`src/verilog/charger_ctl_map.vh`:
```
/*
 Register offsets, field positions, reset values and timing counts for the
 charger pin control block. Assumes a 50 MHz system clock.
*/
`ifndef CHARGER_CTL_MAP_VH
`define CHARGER_CTL_MAP_VH

`define CLK_HZ              50000000
`define BLINK_HZ            1
`define BLINK_HALF_CYC      (`CLK_HZ / (2 * `BLINK_HZ))
`define ALERT_US            256
`define ALERT_CYC           ((`ALERT_US * (`CLK_HZ / 1000000)))
`define SHIP_MS             2
`define SHIP_CYC            ((`SHIP_MS * (`CLK_HZ / 1000)))

`define OFF_INPUT_SOURCE    8'h00
`define OFF_CHARGER_CONFIG  8'h04
`define OFF_STATUS          8'h08
`define OFF_FAULT           8'h0C
`define OFF_IRQ_STATUS      8'h10
`define OFF_IRQ_ENABLE      8'h14
`define OFF_IRQ_CLEAR       8'h18

`define INPUT_SOURCE_RST    8'h06
`define CHARGER_CONFIG_RST  8'h10
`define IRQ_ENABLE_RST      4'h0
// Idle pin levels: temperature in window, charge enable released
`define SYNC_RST            8'h0A

`define CFG_BOOST_BIT       5
`define CFG_CHG_LSB         4
`define CFG_CHG_ON          2'b01

`define INPUT_LIMIT_RESISTOR_PIN_100            3'h0
`define INPUT_LIMIT_RESISTOR_PIN_500            3'h2

`define IRQ_STATUS_CHG      0
`define IRQ_FAULT           1
`define IRQ_SHIP_EXIT       2
`define IRQ_TEMP            3
`define IRQ_BITS            4

`define RESP_OKAY           2'b00
`define RESP_SLVERR         2'b10

`endif
```
`src/verilog/charger_ctl.v`:
```
/*
 Digital control and status logic of a single-cell charger: status and alert
 pins, charge and boost gating, input current limit choice, thermistor gating
 and shipping-mode exit. Registers sit behind an AXI4-Lite slave. Assumes all
 pin inputs are asynchronous to clk_sys and that fault and temperature levels
 come from analog comparators.
*/
// Added by the designer: the register offsets and the AXI4-Lite slave port.
`timescale 1ns/1ps
`include "charger_ctl_map.vh"

// What this block does
// - Status pin pulled low during charging, released when done or disabled.
// - Any fault makes the status pin blink at 1 Hz, overriding charge indication.
// - Status change or fault gives one 256 us low pulse on the alert pin.
// - USB host buck mode: limit at most 500 mA if boost select high, else 100 mA.
// - Boost mode only with config bit 5 set and boost select high.
// - Charging only with config bits 5:4 equal 01 and charge enable low.
// - Effective input limit is the smaller of resistor pin and register limit.
// - Resistor pin limit never below 500 mA.
// - Thermistor out of window suspends charging or disables boost.
// - Ship exit rising edge held high 2 ms turns battery switch on.
// - Source select high means USB host, low means adapter.
module charger_ctl (
  input  wire        clk_sys,
  input  wire        nrst,
  input  wire [31:0] s_axi_awaddr,
  input  wire        s_axi_awvalid,
  output reg         s_axi_awready,
  input  wire [31:0] s_axi_wdata,
  input  wire [3:0]  s_axi_wstrb,
  input  wire        s_axi_wvalid,
  output reg         s_axi_wready,
  output reg  [1:0]  s_axi_bresp,
  output reg         s_axi_bvalid,
  input  wire        s_axi_bready,
  input  wire [31:0] s_axi_araddr,
  input  wire        s_axi_arvalid,
  output reg         s_axi_arready,
  output reg  [31:0] s_axi_rdata,
  output reg  [1:0]  s_axi_rresp,
  output reg         s_axi_rvalid,
  input  wire        s_axi_rready,
  input  wire        source_select_in,
  input  wire        boost_select_in,
  input  wire        charge_enable_n_in,
  input  wire        ship_exit_in,
  input  wire        thermistor_sense,
  input  wire        charge_done_in,
  input  wire        fault_in,
  input  wire [2:0]  input_limit_resistor_pin,
  output reg         stat_out,
  output reg         stat_oe,
  output reg         alert_out,
  output reg         alert_oe,
  output reg         charge_en_out,
  output reg         boost_en_out,
  output reg  [2:0]  input_current_limit,
  output reg         battery_switch,
  output reg         irq
);

  localparam [31:0] BLINK_HALF = `BLINK_HALF_CYC;
  localparam [31:0] ALERT_LEN  = `ALERT_CYC;
  localparam [31:0] SHIP_LEN   = `SHIP_CYC;

  localparam [2:0] SH_IDLE = 3'b001;
  localparam [2:0] SH_WAIT = 3'b010;
  localparam [2:0] SH_DONE = 3'b100;

  function [7:0] apply_strb;
    input [7:0] old;
    input [31:0] wd;
    input [3:0]  st;
    begin
      apply_strb = st[0] ? wd[7:0] : old;
    end
  endfunction

  function [2:0] min3;
    input [2:0] a;
    input [2:0] b;
    begin
      min3 = (a < b) ? a : b;
    end
  endfunction

  // Two-flop synchronisers, nothing reads the first stage but the second
  reg [7:0] sync1_reg;
  reg [7:0] sync2_reg;
  reg [2:0] ilim1_reg;
  reg [2:0] ilim2_reg;
  always @(posedge clk_sys or negedge nrst) begin
    if (!nrst) begin
      sync1_reg <= `SYNC_RST; // Avoids a false temperature edge after reset
      sync2_reg <= `SYNC_RST;
      ilim1_reg <= 3'h0;
      ilim2_reg <= 3'h0;
    end else begin
      sync1_reg <= {1'b0, input_limit_resistor_pin[0], fault_in, charge_done_in,
                    thermistor_sense, ship_exit_in, charge_enable_n_in,
                    boost_select_in ^ 1'b0};
      sync2_reg <= sync1_reg;
      ilim1_reg <= input_limit_resistor_pin;
      ilim2_reg <= ilim1_reg;
    end
  end
  reg       src_sel1_reg;
  reg       src_sel2_reg;
  always @(posedge clk_sys or negedge nrst) begin
    if (!nrst) begin
      src_sel1_reg <= 1'b0;
      src_sel2_reg <= 1'b0;
    end else begin
      src_sel1_reg <= source_select_in;
      src_sel2_reg <= src_sel1_reg;
    end
  end

  wire boost_sel  = sync2_reg[0];
  wire ce_n       = sync2_reg[1]; // Relies on a driven level
  wire ship_in    = sync2_reg[2];
  wire temp_ok    = sync2_reg[3];
  wire chg_done   = sync2_reg[4];
  wire fault      = sync2_reg[5];
  wire usb_host   = src_sel2_reg;

  reg [7:0] input_source_reg;
  reg [7:0] charger_config_reg;
  reg [`IRQ_BITS-1:0] irq_status_reg;
  reg [`IRQ_BITS-1:0] irq_enable_reg;

  // Gating of charge and boost
  wire boost_mode = charger_config_reg[`CFG_BOOST_BIT] & boost_sel;
  wire chg_allow  = (charger_config_reg[`CFG_CHG_LSB+1:`CFG_CHG_LSB] == `CFG_CHG_ON)
                    & ~ce_n;
  wire charging   = chg_allow & temp_ok & ~chg_done & ~fault;

  // Resistor limit clamped up to 500 mA code, then min with register
  wire [2:0] input_limit_resistor_pin_pin  = (ilim2_reg < `INPUT_LIMIT_RESISTOR_PIN_500) ? `INPUT_LIMIT_RESISTOR_PIN_500 : ilim2_reg;
  wire [2:0] input_limit_resistor_pin_eff  = min3(input_limit_resistor_pin_pin, input_source_reg[2:0]);
  wire [2:0] input_limit_resistor_pin_usb  = boost_sel ? `INPUT_LIMIT_RESISTOR_PIN_500 : `INPUT_LIMIT_RESISTOR_PIN_100;
  wire [2:0] input_limit_resistor_pin_next = usb_host ? min3(input_limit_resistor_pin_usb, input_limit_resistor_pin_eff) : input_limit_resistor_pin_eff;

  always @(posedge clk_sys or negedge nrst) begin
    if (!nrst) begin
      charge_en_out       <= 1'b0;
      boost_en_out        <= 1'b0;
      input_current_limit <= `INPUT_LIMIT_RESISTOR_PIN_100;
    end else begin
      charge_en_out       <= charging & ~boost_mode;
      boost_en_out        <= boost_mode & temp_ok;
      input_current_limit <= input_limit_resistor_pin_next;
    end
  end

  // Blink timer, equal halves; cleared while no fault so each blink starts with the pin low
  reg [31:0] blink_cnt_reg;
  reg        blink_reg;
  always @(posedge clk_sys or negedge nrst) begin
    if (!nrst) begin
      blink_cnt_reg <= 32'h0000_0000;
      blink_reg     <= 1'b0;
    end else if (!fault) begin
      blink_cnt_reg <= 32'h0000_0000;
      blink_reg     <= 1'b0;
    end else if (blink_cnt_reg == BLINK_HALF - 32'h0000_0001) begin
      blink_cnt_reg <= 32'h0000_0000;
      blink_reg     <= ~blink_reg;
    end else begin
      blink_cnt_reg <= blink_cnt_reg + 32'h0000_0001;
    end
  end

  always @(posedge clk_sys or negedge nrst) begin
    if (!nrst) begin
      stat_out <= 1'b0;
      stat_oe  <= 1'b0;
    end else begin
      stat_out <= 1'b0;
      stat_oe  <= fault ? ~blink_reg : charging;
    end
  end

  // Status events
  reg prev_charging_reg;
  reg prev_fault_reg;
  reg prev_temp_reg;
  always @(posedge clk_sys or negedge nrst) begin
    if (!nrst) begin
      prev_charging_reg <= 1'b0;
      prev_fault_reg    <= 1'b0;
      prev_temp_reg     <= 1'b1;
    end else begin
      prev_charging_reg <= charging;
      prev_fault_reg    <= fault;
      prev_temp_reg     <= temp_ok;
    end
  end
  wire ev_chg   = charging ^ prev_charging_reg;
  wire ev_fault = fault & ~prev_fault_reg;
  wire ev_temp  = temp_ok ^ prev_temp_reg;

  // Ship exit qualifier
  reg [2:0]  ship_state_reg;
  reg [31:0] ship_cnt_reg;
  reg        ship_prev_reg;
  reg        ev_ship_reg;
  always @(posedge clk_sys or negedge nrst) begin
    if (!nrst) begin
      ship_state_reg <= SH_IDLE;
      ship_cnt_reg   <= 32'h0000_0000;
      ship_prev_reg  <= 1'b1;
      battery_switch <= 1'b0;
      ev_ship_reg    <= 1'b0;
    end else begin
      ship_prev_reg <= ship_in;
      ev_ship_reg   <= 1'b0;
      case (ship_state_reg)
        SH_IDLE: begin
          if (ship_in && !ship_prev_reg) begin
            ship_cnt_reg   <= 32'h0000_0000;
            ship_state_reg <= SH_WAIT;
          end
        end
        SH_WAIT: begin
          if (!ship_in) begin
            ship_state_reg <= SH_IDLE;
          end else if (ship_cnt_reg == SHIP_LEN - 32'h0000_0001) begin
            battery_switch <= 1'b1;
            ev_ship_reg    <= 1'b1;
            ship_state_reg <= SH_DONE;
          end else begin
            ship_cnt_reg <= ship_cnt_reg + 32'h0000_0001;
          end
        end
        SH_DONE: begin
          ship_state_reg <= SH_DONE;
        end
        default: begin
          ship_state_reg <= SH_IDLE;
        end
      endcase
    end
  end

  // Alert pulse; events during a pulse merge into it
  reg [31:0] alert_cnt_reg;
  wire       alert_ev = ev_chg | ev_fault | ev_temp | ev_ship_reg;
  always @(posedge clk_sys or negedge nrst) begin
    if (!nrst) begin
      alert_cnt_reg <= 32'h0000_0000;
      alert_out     <= 1'b0;
      alert_oe      <= 1'b0;
    end else begin
      alert_out <= 1'b0;
      if (alert_cnt_reg != 32'h0000_0000) begin
        alert_cnt_reg <= alert_cnt_reg - 32'h0000_0001;
        alert_oe      <= (alert_cnt_reg != 32'h0000_0001);
      end else if (alert_ev) begin
        alert_cnt_reg <= ALERT_LEN;
        alert_oe      <= 1'b1;
      end else begin
        alert_oe <= 1'b0;
      end
    end
  end

  // AXI4-Lite slave, one write and one read at a time
  reg        aw_hold_reg;
  reg        w_hold_reg;
  reg [7:0]  aw_addr_reg;
  reg [31:0] w_data_reg;
  reg [3:0]  w_strb_reg;
  wire       do_write = aw_hold_reg & w_hold_reg & ~s_axi_bvalid;
  wire [`IRQ_BITS-1:0] ev_vec = {ev_temp, ev_ship_reg, ev_fault, ev_chg};
  reg  [`IRQ_BITS-1:0] clr_vec;

  always @* begin
    clr_vec = {`IRQ_BITS{1'b0}};
    if (do_write && aw_addr_reg == `OFF_IRQ_CLEAR && w_strb_reg[0]) begin
      clr_vec = w_data_reg[`IRQ_BITS-1:0];
    end
  end

  always @(posedge clk_sys or negedge nrst) begin
    if (!nrst) begin
      s_axi_awready      <= 1'b1;
      s_axi_wready       <= 1'b1;
      s_axi_bvalid       <= 1'b0;
      s_axi_bresp        <= `RESP_OKAY;
      aw_hold_reg        <= 1'b0;
      w_hold_reg         <= 1'b0;
      aw_addr_reg        <= 8'h00;
      w_data_reg         <= 32'h0000_0000;
      w_strb_reg         <= 4'h0;
      input_source_reg   <= `INPUT_SOURCE_RST;
      charger_config_reg <= `CHARGER_CONFIG_RST;
      irq_enable_reg     <= `IRQ_ENABLE_RST;
      irq_status_reg     <= {`IRQ_BITS{1'b0}};
      irq                <= 1'b0;
    end else begin
      if (s_axi_awvalid && s_axi_awready) begin
        aw_hold_reg   <= 1'b1;
        aw_addr_reg   <= s_axi_awaddr[7:0];
        s_axi_awready <= 1'b0;
      end
      if (s_axi_wvalid && s_axi_wready) begin
        w_hold_reg   <= 1'b1;
        w_data_reg   <= s_axi_wdata;
        w_strb_reg   <= s_axi_wstrb;
        s_axi_wready <= 1'b0;
      end
      if (do_write) begin
        aw_hold_reg  <= 1'b0;
        w_hold_reg   <= 1'b0;
        s_axi_bvalid <= 1'b1;
        s_axi_bresp  <= `RESP_OKAY;
        case (aw_addr_reg)
          `OFF_INPUT_SOURCE:
            input_source_reg <= apply_strb(input_source_reg, w_data_reg, w_strb_reg);
          `OFF_CHARGER_CONFIG:
            charger_config_reg <= apply_strb(charger_config_reg, w_data_reg, w_strb_reg);
          `OFF_IRQ_ENABLE:
            irq_enable_reg <= w_strb_reg[0] ? w_data_reg[`IRQ_BITS-1:0] : irq_enable_reg;
          `OFF_IRQ_CLEAR, `OFF_STATUS, `OFF_FAULT, `OFF_IRQ_STATUS: begin
          end
          default: s_axi_bresp <= `RESP_SLVERR;
        endcase
      end
      if (s_axi_bvalid && s_axi_bready) begin
        s_axi_bvalid  <= 1'b0;
        s_axi_awready <= 1'b1;
        s_axi_wready  <= 1'b1;
      end
      // Set wins over a clear in the same cycle
      irq_status_reg <= (irq_status_reg & ~clr_vec) | ev_vec;
      irq            <= |(((irq_status_reg & ~clr_vec) | ev_vec) & irq_enable_reg);
    end
  end

  always @(posedge clk_sys or negedge nrst) begin
    if (!nrst) begin
      s_axi_arready <= 1'b1;
      s_axi_rvalid  <= 1'b0;
      s_axi_rdata   <= 32'h0000_0000;
      s_axi_rresp   <= `RESP_OKAY;
    end else begin
      if (s_axi_arvalid && s_axi_arready) begin
        s_axi_arready <= 1'b0;
        s_axi_rvalid  <= 1'b1;
        s_axi_rresp   <= `RESP_OKAY;
        case (s_axi_araddr[7:0])
          `OFF_INPUT_SOURCE:   s_axi_rdata <= {24'h00_0000, input_source_reg};
          `OFF_CHARGER_CONFIG: s_axi_rdata <= {24'h00_0000, charger_config_reg};
          `OFF_STATUS:         s_axi_rdata <= {23'h00_0000, battery_switch,
                                               input_current_limit, usb_host,
                                               boost_en_out, charge_en_out,
                                               charging, 1'b0};
          `OFF_FAULT:          s_axi_rdata <= {30'h0000_0000, ~temp_ok, fault};
          `OFF_IRQ_STATUS:     s_axi_rdata <= {28'h000_0000, irq_status_reg};
          `OFF_IRQ_ENABLE:     s_axi_rdata <= {28'h000_0000, irq_enable_reg};
          `OFF_IRQ_CLEAR:      s_axi_rdata <= 32'h0000_0000;
          default: begin
            s_axi_rdata <= 32'h0000_0000;
            s_axi_rresp <= `RESP_SLVERR;
          end
        endcase
      end else if (s_axi_rvalid && s_axi_rready) begin
        s_axi_rvalid  <= 1'b0;
        s_axi_arready <= 1'b1;
      end
    end
  end

endmodule

```
`config.mk`:
```
export PLATFORM = sky130hd
export DESIGN_NAME = charger_ctl
export DESIGN_NICKNAME = d
export VERILOG_FILES = /design/src/verilog/charger_ctl.v
export VERILOG_INCLUDE_DIRS = /design/src /design/src/verilog
export SDC_FILE = /design/constraint.sdc
export NUM_CORES = 1
export LEC_CHECK = 0
export BUFFER_PORTS_ARGS = -buffer_cell sky130_fd_sc_hd__buf_2
export CAP_MARGIN = 5
export CELL_PAD_IN_SITES_DETAIL_PLACEMENT = 0
export CELL_PAD_IN_SITES_GLOBAL_PLACEMENT = 1
export CORE_MARGIN = 2
export CORE_UTILIZATION = 48
export CTS_BUF_LIST = sky130_fd_sc_hd__clkbuf_2 sky130_fd_sc_hd__clkbuf_4 sky130_fd_sc_hd__clkbuf_8
export CTS_CLUSTER_SIZE = 40
export DETAILED_ROUTE_END_ITERATION = 6
export GPL_TIMING_DRIVEN = 0
export PLACE_DENSITY = 0.9
export RECOVER_POWER = 50
export SYNTH_ARGS = -nofsm -noshare
export SYNTH_HDL_FRONTEND = slang
export SYNTH_SLANG_ARGS = --single-unit
```
`constraint.sdc`:
```
create_clock -name clk_sys -period 6.9 [get_ports clk_sys]
set_input_delay 0.345 -clock clk_sys [delete_from_list [all_inputs] [get_ports clk_sys]]
set_output_delay 0.345 -clock clk_sys [all_outputs]
set_load 0.03 [all_outputs]
```
==> flow_metrics.tcl <==
set metrics [dict create \
    syn_avg_cell_area_um2 10.85 \
    clock_path_buffers 2 \
    arrival_ns 3.59 \
    gp_congestion 0.8107 \
    p_clk_frac 0.297 \
    powerDensity_nw_per_um2 233.7 \
    setup_slack_ns 3.256 \
    setup_violations 0 \
    worst_pin_slew_ns 2.927 \
    cts_tree "done" \
    clk_latency_ns 0.47 \
    routedWlPerCell_um 14.87 \
    rsz0062_at_grt "no" \
    slowest_delay_ns 2.09 \
    vias 6232 \
    first_pass_iters 7 \
    power_switching_uw 695.6 \
    final_cell_mix "dfrtp_1, nor2_1, nand2_1" \
    yosysTopAreaCellShare 0.5101 \
    reg2reg_slack_ns 4.25 \
    cts_hold_buf 12 \
    final_common_cell "dfrtp_1" \
    yosys.area.top_type "dfrtp_1" \
    io-pin-count 169 \
    syn_to_final_growth_pct 13.33 \
    multi_input_area_um2 3701 \
    antenna_found_initial 0 \
    synth-main-ff-cell "dfrtp_1" \
    outcome "finished with violations" \
    nets 1061 \
    cts_root_buf "clkbuf_8" \
    ir_drop_v 0.0001688 \
    dp_slack_ns 4.260 \
    p_int_uw 1643 \
    ys_types 64 \
    antenna_left 0 \
    fp.coreArea_um2 18020 \
    finClkSkew_ns 0.01376 \
    yosys_warnings 0 \
    fin_crit_sh 0.5281 \
    grt.overflow.total 0 \
    finalWirelength_um 17520 \
    violations "max-capacitance violations, max-slew violations" \
    crit_slowest_cell "clkbuf_2" \
    maxCapViolCount 1 \
    crit_chain "dlygate4sd3_1, buf_8, clkbuf_2" \
    fp-row-count 49 \
    grt.met3_usage 0.03820 \
    die_y_um 139.6 \
    drc 0 \
    die-area_um2 19500 \
    layout_min_cycle_time_ns 3.644 \
    hold_viol 0 \
    worstSetupPathType "input pin to asynchronous set/reset pin" \
    syn-cell-area_um2 8830 \
    synth-seq-cells 193 \
    cp.required_ns 6.85 \
    grt_usage 0.1867 \
    start_util 0.4899 \
    cts_num_sinks 193 \
    start_kind "input pin" \
    cts_max_level 4 \
    grt_util_met1 0.2623 \
    p_seq_frac 0.578 \
    slew_headroom -0.9515 \
    dpl.hpwl_um 12080 \
    viasPerCell 5.290 \
    fillCellCount 1577 \
    timing.fmax_mhz 274.5 \
    crit_fanout 119 \
    p_leak_uw 0.004432 \
    end_kind "asynchronous set/reset pin" \
    swShare 0.2975 \
    die_w_um 139.6 \
    path_clk_slew_ns 0.09 \
    grt_busiest_layer "met2" \
    cts_setup_buffers 0 \
    synth-edff-count 0 \
    io_buffers 63 \
    drt_first_iter_violations 370 \
    async_reset_ff_frac 1.000 \
    grtUsageMet2 0.2962 \
    grt_first_pass_wirelength_um 29590 \
    pwr-share-comb 0.125 \
    syn_inst 814 \
    grt_pass1_vias 6013 \
    ys_seq_area_frac 0.5488 \
    synthTopCellsByArea "dfrtp_1, dfstp_2, xnor2_1" \
    tns_ns 0 \
    seqCellArea_um2 4846 \
    grt_max_degree 120 \
    drive_gt1_frac 0.1654 \
    hold_class "input pin to flip-flop" \
    cts-resized-gates 0 \
    numCtsBuffers 17 \
    maxSlewViolCount 120 \
    diodes 0 \
]
==> synth_stat cells, types with 3 or more instances <==
cell,number
and3_1,7
and4_1,13
xor2_1,31
clkbuf_1,15
nand2_1,63
nand4_1,15
and2_1,5
nor4b_1,7
mux2_4,6
or3_1,16
or4_1,8
o21ai_0,42
buf_4,28
dfstp_2,13
ha_1,8
o2bb2ai_1,3
nor2b_1,4
nand3b_1,5
a21o_1,7
mux2_2,26
mux2_1,5
o31ai_1,4
xnor2_1,35
nor3_1,25
a21oi_1,27
o21ai_1,3
nor4_1,18
a31oi_1,3
a221oi_1,3
nand3_1,24
inv_1,25
mux2i_1,9
o41ai_1,3
nand4b_1,3
nor2_1,77
nand2b_1,10
dfrtp_1,180
buf_2,4
==> logic make-up (layout without fill, tap and decap cells) <==
kind of cell,count (synthesis),after routing,share of synthesized area
buf+inv,72,181,0.04308
other cells,1,27,0.0004247
flops,193,193,0.5488
mux,46,46,0.05994
fa+ha+maj,8,8,0.01134
simple gates,315,315,0.1926
xor+xnor,66,66,0.06547
compound gates,113,113,0.07836
==> path summary, 6_finish.rpt <==
check,start,to,cells past startpoint
setup / recovery,nrst,alert_cnt_reg[13],3
hold / removal,s_axi_wvalid,s_axi_wready,2
setup reg to reg,sync2_reg[3],alert_oe,6
hold reg to reg,src_sel1_reg,src_sel2_reg,0
max in group clk_sys,sync2_reg[3],alert_oe,6
min in group asynchronous,nrst,blink_cnt_reg[1],2
==> metrics by stage <==
stage	cell area [µm²]	power, µW	cells	utilization	hold slack (ns)
2_1_floorplan	8927	1555	840	-	0.04941
3_3_place_gp	9529	1655	1132	0.5287	0.3320
3_5_place_dp	9572	1672	1134	0.5310	0.3355
4_1_cts	10060	2372	1178	0.5580	0.001411
5_1_grt	10010	2454	1178	0.5552	0.003587
6_report	10010	2339	1178	0.5552	0.03561
==> per-layer routing <==
metal / part of all wire / vias to the layer above / wire (µm)
li1: - / 3079 / -
met1: 0.48 / 3018 / 8355
met2: 0.48 / 117 / 8375
met3: 0.034 / 18 / 601
met4: 0.010 / 0 / 182
met5: 0 / - / 0
==> worst max-delay path: cells and delay by family <==
| family | cells | cell delay (ns) |
|---|---|---|
| buffers and inverters | 3 | 3.09 |
==> power by group through the flow <==
stage,clock (µW),sequential [µW],combinational [µW]
finish,694,1350,293
global route,760,1370,321
CTS,716,1350,302
detailed placement,0,1380,295
global placement,0,1370,285
floorplan,0,1380,180
==> final cells by class <==
type | count | area share
Timing Repair Buffer | 77 | 0.04264
Buffer | 47 | 0.02863
Multi-Input combinational cell | 575 | 0.3698
Clock inverter | 14 | 0.01188
Sequential cell | 193 | 0.4842
Tap cell | 229 | 0.02863
Clock buffer | 18 | 0.02476
Inverter | 25 | 0.009377
Power figures use the tool's default switching activity.
